**config.mk**
```make
export PLATFORM = sky130hd
export DESIGN_NAME = pmcc_top
export DESIGN_NICKNAME = d
export VERILOG_FILES = /design/src/hw/pmcc_pkg.sv /design/src/hw/pmcc_counter.sv /design/src/hw/pmcc_top.sv
export SDC_FILE = /design/constraint.sdc
export NUM_CORES = 1
export LEC_CHECK = 0
export ABC_AREA = 0
export BUFFER_PORTS_ARGS = -buffer_cell sky130_fd_sc_hd__clkbuf_2
export CAP_MARGIN = 20
export CORE_MARGIN = 2
export CORE_UTILIZATION = 30
export CTS_BUF_LIST = sky130_fd_sc_hd__clkbuf_4 sky130_fd_sc_hd__clkbuf_8
export DETAILED_ROUTE_END_ITERATION = 8
export PLACE_DENSITY = 0.53
export SYNTH_ARGS = -nofsm -noshare
export SYNTH_HDL_FRONTEND = slang
export SYNTH_SLANG_ARGS = --single-unit
```
**constraint.sdc**
```tcl
create_clock -name REF_CLK -period 2.1 [get_ports REF_CLK]
set_input_delay 0.42 -clock REF_CLK [delete_from_list [all_inputs] [get_ports REF_CLK]]
set_output_delay 0.42 -clock REF_CLK [all_outputs]
set_load 0.1 [all_outputs]
```
**src/hw/pmcc_pkg.sv**
```systemverilog
/*
 * constants shared by the monitor count-control logic: register numbers,
 * field positions of the mode control word, reset values and widths.
 * assumes the processor core presents its special-register moves as one
 * number, a read or write strobe and a 32-bit data word.
 */
// Behaviour
// 32-bit control register at special register 952
// access allowed only in supervisor state
// reads have no side effects at all
// control register clears to zero at power-up
// freeze_all stops every counter change; here it stops only the steps, and software loads still change a counter
// freeze_in_supervisor stops counting in supervisor state
// freeze_in_user stops counting in user state
// freeze_when_marked stops counting while marked
// freeze_when_unmarked stops counting while unmarked
// monitor_irq_enable gates every monitor interrupt
// hardware clears monitor_irq_enable when signalling; here a mode write in the same cycle wins over the clear
// software re-enables interrupt after servicing it
// halt bit clear: interrupt leaves counting alone
// halt bit set: interrupt stops first counter
// halt, no trigger: counters two-four stop too
// enabled time-base transition also halts counting
// software returns transition interrupt setting to zero
// counter negative on top bit, gated interrupt
// trigger mode holds counters two-four until release
// chosen time-base bit rising signals an interrupt
// counters increment only when no freeze applies
package pmcc_pkg;

  // ****************************************************************
  // register numbers
  // ****************************************************************
  localparam logic [9:0] SPR_NUM_W       = 10;
  localparam logic [9:0] MODE_CTRL_SPR   = 10'h3b8; // special register 952
  localparam logic [9:0] COUNTER_SPR_0   = 10'h3e0;
  localparam logic [9:0] COUNTER_SPR_1   = 10'h3e1;
  localparam logic [9:0] COUNTER_SPR_2   = 10'h3e2;
  localparam logic [9:0] COUNTER_SPR_3   = 10'h3e3;

  // ****************************************************************
  // widths and reset values
  // ****************************************************************
  localparam int          DATA_W         = 32;
  localparam int          NUM_COUNTERS   = 4;
  localparam logic [31:0] MODE_CTRL_RST  = 32'h0000_0000;
  localparam logic [31:0] COUNTER_RST    = 32'h0000_0000;

  // ****************************************************************
  // field positions, bit 0 of the word is its most significant bit
  // ****************************************************************
  localparam int FREEZE_ALL_POS          = 31; // word bit 0
  localparam int FREEZE_SUPV_POS         = 30; // word bit 1
  localparam int FREEZE_USER_POS         = 29; // word bit 2
  localparam int FREEZE_MARKED_POS       = 28; // word bit 3
  localparam int FREEZE_UNMARKED_POS     = 27; // word bit 4
  localparam int IRQ_ENABLE_POS          = 26; // word bit 5
  localparam int HALT_ON_IRQ_POS         = 25; // word bit 6
  localparam int TB_SELECT_HI_POS        = 24; // word bits 7-8
  localparam int TB_SELECT_LO_POS        = 23;
  localparam int TB_IRQ_POS              = 22; // word bit 9
  localparam int FIRST_NEG_IRQ_POS       = 15; // word bit 16
  localparam int OTHER_NEG_IRQ_POS       = 14; // word bit 17
  localparam int TRIGGER_MODE_POS        = 13; // word bit 18
  localparam int COUNTER_SIGN_POS        = 31; // counter bit 0

endpackage

```
**src/hw/pmcc_counter.sv**
```systemverilog
/*
 * one event counter: loadable by software, stepped by one qualified event.
 * assumes load and step come from logic on the same clock.
 */
`timescale 1ns/100ps

module pmcc_counter
#(
  parameter int W = 32
)
(
  // clock and reset
  input  wire logic          REF_CLK,
  input  wire logic          SYS_RST,
  // control
  input  wire logic          LOAD,
  input  wire logic [W-1:0]  LOAD_VALUE,
  input  wire logic          STEP,
  // state
  output logic      [W-1:0]  VALUE
);
  import pmcc_pkg::*;

  logic [W-1:0] value_reg;

  // a software load wins over a step in the same cycle
  always_ff @(posedge REF_CLK)
  begin
    if (SYS_RST)
      value_reg <= W'(COUNTER_RST);
    else if (LOAD)
      value_reg <= LOAD_VALUE;
    else if (STEP)
      value_reg <= value_reg + W'(1); // wraps past all ones
  end

  assign VALUE = value_reg;

endmodule

```
**src/hw/pmcc_top.sv**
```systemverilog
/*
 * performance monitor count control: the mode control register, the
 * freeze qualification of four event counters, the monitor interrupt and
 * the halt and trigger behaviour around it.
 * assumes events, problem state, mark bit and time-base taps all come from
 * core logic on REF_CLK, so none of them is synchronised here.
 */
`timescale 1ns/100ps

module pmcc_top
(
  // clock and reset
  input  wire logic                            REF_CLK,
  input  wire logic                            SYS_RST,
  // special register moves from the core
  input  wire logic [9:0]                      SPR_NUM,
  input  wire logic                            SPR_RD,
  input  wire logic                            SPR_WR,
  input  wire logic [pmcc_pkg::DATA_W-1:0]     SPR_WDATA,
  output logic      [pmcc_pkg::DATA_W-1:0]     SPR_RDATA,
  output logic                                 SPR_ACK,
  output logic                                 SPR_PRIV_FAULT,
  // processor state
  input  wire logic                            PROBLEM_STATE,
  input  wire logic                            PERF_MARK,
  // event sources, one per counter, and time-base taps 63,55,51,47
  input  wire logic [pmcc_pkg::NUM_COUNTERS-1:0] EVENT,
  input  wire logic [3:0]                      TB_TAPS,
  // results
  output logic                                 MONITOR_IRQ,
  output logic [pmcc_pkg::NUM_COUNTERS-1:0]    COUNTER_NEGATIVE
);
  import pmcc_pkg::*;

  // ****************************************************************
  // declarations
  // ****************************************************************
  logic [DATA_W-1:0]       mode_reg;
  logic [DATA_W-1:0]       rdata_reg;
  logic                    ack_reg;
  logic                    fault_reg;
  logic                    irq_reg;
  logic                    halt_first_reg;
  logic                    halt_other_reg;
  logic                    released_reg;
  logic [3:0]              taps_reg;
  logic [NUM_COUNTERS-1:0] neg_reg;

  logic [DATA_W-1:0]       count [NUM_COUNTERS];
  logic [NUM_COUNTERS-1:0] load;
  logic [NUM_COUNTERS-1:0] step;

  logic                    access;
  logic                    supervisor;
  logic                    wr_ok;
  logic                    mode_wr;
  logic                    freeze_common;
  logic                    tb_rise;
  logic                    first_neg;
  logic                    other_neg;
  logic                    irq_cause;
  logic                    irq_fire;
  logic                    trig_hold;
  logic [DATA_W-1:0]       mode_next;

  // ****************************************************************
  // helpers
  // ****************************************************************
  // tell whether a register number is the register of one given counter index
  function automatic logic counter_hit(input logic [9:0] num,
                                       input int         idx);
    logic [9:0] base;
    base = COUNTER_SPR_0 + 10'(idx);
    counter_hit = (num == base);
  endfunction

  function automatic logic mapped(input logic [9:0] num);
    logic hit;
    hit = (num == MODE_CTRL_SPR);
    for (int i = 0; i < NUM_COUNTERS; i++)
    begin
      hit = hit | counter_hit(num, i);
    end
    mapped = hit;
  endfunction

  // ****************************************************************
  // register access
  // ****************************************************************
  assign access     = (SPR_RD | SPR_WR) & mapped(SPR_NUM);
  assign supervisor = ~PROBLEM_STATE;
  assign wr_ok      = SPR_WR & supervisor;
  assign mode_wr    = wr_ok & (SPR_NUM == MODE_CTRL_SPR);

  // counter loads from software, only in supervisor state
  always_comb
  begin
    for (int i = 0; i < NUM_COUNTERS; i++)
    begin
      load[i] = wr_ok & counter_hit(SPR_NUM, i);
    end
  end

  // read data is captured only; reading touches no state  //
  always_ff @(posedge REF_CLK)
  begin
    if (SYS_RST)
      rdata_reg <= '0;
    else if (SPR_RD & supervisor & (SPR_NUM == MODE_CTRL_SPR))
      rdata_reg <= mode_reg;
    else if (SPR_RD & supervisor)
    begin
      rdata_reg <= '0;
      for (int i = 0; i < NUM_COUNTERS; i++)
      begin
        if (counter_hit(SPR_NUM, i))
          rdata_reg <= count[i];
      end
    end
    else
      rdata_reg <= '0;
  end

  // every mapped access answers one cycle later; user state faults it
  always_ff @(posedge REF_CLK)
  begin
    if (SYS_RST)
    begin
      ack_reg   <= 1'b0;
      fault_reg <= 1'b0;
    end
    else
    begin
      ack_reg   <= access;
      fault_reg <= access & ~supervisor;
    end
  end

  // ****************************************************************
  // mode control register
  // ****************************************************************
  // a software write wins over the hardware clear of the enable bit in
  // the same cycle, so a re-enable written during signalling sticks
  always_comb
  begin
    mode_next = mode_reg;
    if (irq_fire)
      mode_next[IRQ_ENABLE_POS] = 1'b0;
    if (mode_wr)
      mode_next = SPR_WDATA;
  end

  always_ff @(posedge REF_CLK)
  begin
    if (SYS_RST)
      mode_reg <= MODE_CTRL_RST;
    else
      mode_reg <= mode_next;
  end

  // ****************************************************************
  // freeze qualification
  // ****************************************************************
  assign freeze_common =
      mode_reg[FREEZE_ALL_POS]
    | (mode_reg[FREEZE_SUPV_POS]     & ~PROBLEM_STATE)
    | (mode_reg[FREEZE_USER_POS]     &  PROBLEM_STATE)
    | (mode_reg[FREEZE_MARKED_POS]   &  PERF_MARK)
    | (mode_reg[FREEZE_UNMARKED_POS] & ~PERF_MARK);

  // released by the latch, or at once while the first counter is negative
  assign trig_hold = mode_reg[TRIGGER_MODE_POS] & ~released_reg & ~first_neg;

  // one step per qualified event, all inhibits ORed together  //
  always_comb
  begin
    step[0] = EVENT[0] & ~freeze_common & ~halt_first_reg;
    for (int i = 1; i < NUM_COUNTERS; i++)
    begin
      step[i] = EVENT[i] & ~freeze_common & ~halt_other_reg
              & ~trig_hold;
    end
  end

  // ****************************************************************
  // counters
  // ****************************************************************
  for (genvar g = 0; g < NUM_COUNTERS; g++)
  begin : g_cnt
    pmcc_counter
    #(
      .W          (DATA_W)
    )
    u_cnt
    (
      .REF_CLK    (REF_CLK),
      .SYS_RST    (SYS_RST),
      .LOAD       (load[g]),
      .LOAD_VALUE (SPR_WDATA),
      .STEP       (step[g]),
      .VALUE      (count[g])
    );
  end

  // ****************************************************************
  // interrupt causes
  // ****************************************************************
  // negative means the top bit is set  //
  assign first_neg = count[0][COUNTER_SIGN_POS];
  always_comb
  begin
    other_neg = 1'b0;
    for (int i = 1; i < NUM_COUNTERS; i++)
    begin
      other_neg = other_neg | count[i][COUNTER_SIGN_POS];
    end
  end

  // off-to-on edge of the selected time-base tap  //
  assign tb_rise = TB_TAPS[mode_reg[TB_SELECT_HI_POS:TB_SELECT_LO_POS]]
                 & ~taps_reg[mode_reg[TB_SELECT_HI_POS:TB_SELECT_LO_POS]];

  assign irq_cause =
      (first_neg & mode_reg[FIRST_NEG_IRQ_POS])
    | (other_neg & mode_reg[OTHER_NEG_IRQ_POS])
    | (tb_rise   & mode_reg[TB_IRQ_POS]);

  // nothing is signalled while the enable bit is clear  //
  assign irq_fire = irq_cause & mode_reg[IRQ_ENABLE_POS];

  // tap history for the edge detector
  always_ff @(posedge REF_CLK)
  begin
    if (SYS_RST)
      taps_reg <= 4'h0;
    else
      taps_reg <= TB_TAPS;
  end

  // the interrupt output is one pulse per signalling
  always_ff @(posedge REF_CLK)
  begin
    if (SYS_RST)
      irq_reg <= 1'b0;
    else
      irq_reg <= irq_fire;
  end

  // ****************************************************************
  // halt and trigger state
  // ****************************************************************
  // the halt latches stay until software rewrites the mode word; the set
  // wins over that write so a coincident signalling is not lost. a time-
  // base signalling is a signalling too, so it halts the same way, which
  // is why software should drop the transition setting after it fires
  always_ff @(posedge REF_CLK)
  begin
    if (SYS_RST)
    begin
      halt_first_reg <= 1'b0;
      halt_other_reg <= 1'b0;
    end
    else
    begin
      if (irq_fire & mode_reg[HALT_ON_IRQ_POS])
        halt_first_reg <= 1'b1;
      else if (mode_wr)
        halt_first_reg <= 1'b0;
      // with trigger mode set the later counters follow the trigger
      if (irq_fire & mode_reg[HALT_ON_IRQ_POS]
          & ~mode_reg[TRIGGER_MODE_POS])
        halt_other_reg <= 1'b1;
      else if (mode_wr)
        halt_other_reg <= 1'b0;
    end
  end

  // trigger release on first counter negative or any signalling
  always_ff @(posedge REF_CLK)
  begin
    if (SYS_RST)
      released_reg <= 1'b0;
    else if (first_neg | irq_fire)
      released_reg <= 1'b1;
    else if (mode_wr)
      released_reg <= 1'b0;
  end

  // registered copy of each counter's sign for the outside
  always_ff @(posedge REF_CLK)
  begin
    if (SYS_RST)
      neg_reg <= '0;
    else
    begin
      for (int i = 0; i < NUM_COUNTERS; i++)
      begin
        neg_reg[i] <= count[i][COUNTER_SIGN_POS];
      end
    end
  end

  // ****************************************************************
  // outputs
  // ****************************************************************
  assign SPR_RDATA        = rdata_reg;
  assign SPR_ACK          = ack_reg;
  assign SPR_PRIV_FAULT   = fault_reg;
  assign MONITOR_IRQ      = irq_reg;
  assign COUNTER_NEGATIVE = neg_reg;

endmodule

```
==> out/results.ini <==
[outcome]
run_status = completed

[worst_setup_path]
crit_path_cell_trace = and4_2 > nand4_1 > or4b_1 > xnor2_1 > a32o_1
cp-end-kind = flip-flop
type_of_origin_of_the_critical_path = flip-flop
critical_path.slowest_cell = or4b_1
worst-path-buf-inv = 0
path_class = reg -> reg
timing.rr.end = g_cnt[0].u_cnt.VALUE[30]
critical_path_required_ns = 2.54
critical_path.max_stage_delay_ns = 0.56
reg2regPathDepth = 5
crit_fanout = 4
critical_path.reg2reg.startpoint = g_cnt[0].u_cnt.VALUE[6]
worst_path_dominant_cell_family = simple AND/OR/NAND/NOR gates
critical_path_arrival_ns = 2.45
worst-r2r-setup-slack_ns = 0.09

[floorplan]
floorplan.io_pins = 95
fp.coreArea_mm2 = 0.03574
floorplan.die.width_um = 195.0
floorplan.die_area_mm2 = 0.03801
initial_core_util = 0.3061
floorplan.die.height_um = 195.0
rows = 69

[grt]
grt_start_max_net_pins = 96
grt_first_pass_wirelength_um = 63360
via_count_of_the_first_global_routing_pass = 10182
antenna_found_initial = 0
grt.total_usage = 0.2157
overflow = 0

[placed_design]
post_dp_cell_area_mm2 = 0.01286
detailed_place_hpwl_um = 30750
routabilityCongestion = 0.9297
portBuffers = 94

[routing]
total_drc_errors_in_the_routed_layout = 0
met2_wirelength_um = 18540
routed-via-count = 10796
highest-signal-layer = met4
drt-met1-wl_um = 19000
post_drt_wl_per_cell_um = 20.77
final_antenna_net_count = 0
detailedRoute.firstPassIterationCount = 5
totalWireLength_um = 41420
detail_route.iter0.violations = 959
viasPerCell = 5.414
met3_length_um = 2790

[sta]
period_needed_ns = 2.010
timing.final.hold_violations = 0
slew_headroom = 0.6212
final_max_slew_viol_count = 0
final_min_period_over_clock_period = 0.9570
worst_slew_pin_slew_ns = 0.5681
maxClockFrequency_ghz = 0.4976
number_of_endpoints_failing_setup_at_the_final_stage = 0
skew_final_ns = 0.02709
rsz0062_at_grt = no

[hold_path]
min_from = TB_TAPS[3]
timing.hold.worst.class = in -> reg
timing.hold.worst_path_depth = 2
hold_path_end = taps_reg[3]

[synthesis]
yosysWarnings = 0
synth-seq-area-share = 0.3770
synth.distinct_cells = 68
yosys.area.top_type = dfxtp_1
synthFlopType = dfxtp_1
syn-mean-instance-area_um2 = 8.269
syn_area_mm2 = 0.01094
synth.most_common_cell = dfxtp_1
yosys.area.top_type_share = 0.3770
postSynthNetCount = 1383
synth_edf_count = 0
ys_top_cells_by_count = dfxtp_1, nor2_1, nand2_1
async_flop_share = 0
ys_top_cells_by_area = dfxtp_1, xnor2_1, a211oi_1
synthesis.instances = 1323
yosys_register_bits = 206

[cts]
clock_sink_count = 206
ctsRootBufferMaster = clkbuf_8
cts_buffer_depth = 3
cts-buffers-inserted = 38
worst_setup_hold_path_clk_slew_ns = 0.06
cts_setup_buffers = 0
ctsHoldBuffers = 0
h-tree-depth = 2
insertion_delay_ns = 0.56
cts_tree = built

[power]
p_clk_frac = 0.498
netSwitchingPower_mw = 2.139
ir_worst_vdd_uv = 285.1
p_int_mw = 6.763
swShare = 0.2403
power.combinational.fraction = 0.058
pwr-share-seq = 0.444
p_total_mw = 8.902
power_leakage_nw = 4.878
power.density_cell_area_mw_per_mm2 = 647.7

[cells_and_area]
post_route_cells_drive_above_1_share = 0.2342
design.final.nets = 1566
synthToLayoutAreaGrowth_pct = 25.63
diodes = 0
stdcell_area_mm2 = 0.01374
max_reg_flops = 128

[flow_run]
max_cap_viol_count = 0

[final cells by class]
type                            count  area, µm²
Timing Repair Buffer              237       1722
Clock inverter                      4      72.57
Inverter                           18      67.56
Clock buffer                       63      804.5
Fill cell                        3700      22000
Sequential cell                   206       4124
Tap cell                          461      576.8
Multi-Input combinational cell   1005       6376
[kinds of logic after synthesis]
kind of cell    share of synthesized area
compound gates                     0.1623
mux                               0.03546
flops                              0.3770
xor+xnor                          0.09448
buf+inv                           0.04369
simple gates                       0.2825
fa+ha+maj                        0.004575
[per-layer routing]
metal | GRT usage | up-vias
met4 | 0.06474 | 0
met5 | 0 | -
met1 | 0.3052 | 5189
li1 | - | 5159
met3 | 0.03505 | 66
met2 | 0.3358 | 382
[power by group through the flow]
stage	clock network, mW	logic (mW)	registers [mW]
after floorplan	0	0.213	4.04
after global placement	0	0.506	4.04
after detailed placement	0	0.506	4.04
after CTS	4.53	0.508	3.95
after global routing	4.68	0.549	3.96
final	4.43	0.513	3.96
[metrics by stage]
stage | util | std cells | setup TNS (ns) | setup WS (ns) | hold WS (ns)
floorplan | - | 1323 | 0 | 0.07185 | 0.4249
global placement | 0.3598 | 1927 | -0.6831 | -0.06783 | 0.4419
detailed placement | 0.3598 | 1927 | -1.574 | -0.1264 | 0.4485
CTS | 0.3843 | 1994 | 0 | 0.04076 | 0.08140
global route | 0.3845 | 1994 | 0 | 0.02246 | 0.1210
finish | 0.3845 | 1994 | 0 | 0.09040 | 0.1089
[repair_timing]
| item | in CTS | in global routing |
|---|---|---|
| endpoints found under the hold margin | 0 | 0 |
| setup endpoints to repair | 0 | 3 |
| resized for setup | 0 | 2 |
[cell usage in the layout (no fill, tap or decap), drive strengths merged, types with 3 or more instances in the layout]
cell,instances
mux2,4
o22ai,6
ha,4
inv,17
nor3,40
nand3,43
mux4,11
nand4,48
a311oi,3
a211oi,86
nand2,161
clkbuf,156
and2,12
a22oi,5
a31o,10
o221ai,8
a21oi,37
xnor2,101
o31ai,6
and3,17
and4,27
mux2i,7
or3,4
dfxtp,206
nor2,166
o21a,5
a22o,19
a2bb2oi,5
buf,144
nor2b,14
o21ai,60
nor4,51
xor2,17
[how the worst max path moves through the flow]
stage / start / end / slack (ns) / cells after the start
2_1_floorplan: SPR_NUM[0] / SPR_RDATA[8] / 0.07 / 4
3_3_place_gp: PROBLEM_STATE / g_cnt[1].u_cnt.VALUE[14] / -0.07 / 8
3_5_place_dp: PERF_MARK / g_cnt[1].u_cnt.VALUE[9] / -0.13 / 7
4_1_cts: g_cnt[0].u_cnt.VALUE[6] / g_cnt[0].u_cnt.VALUE[30] / 0.04 / 5
5_1_grt: mode_reg[29] / g_cnt[1].u_cnt.VALUE[28] / 0.02 / 7
6_report: g_cnt[0].u_cnt.VALUE[6] / g_cnt[0].u_cnt.VALUE[30] / 0.09 / 5
(Power assumes the default switching activity.)
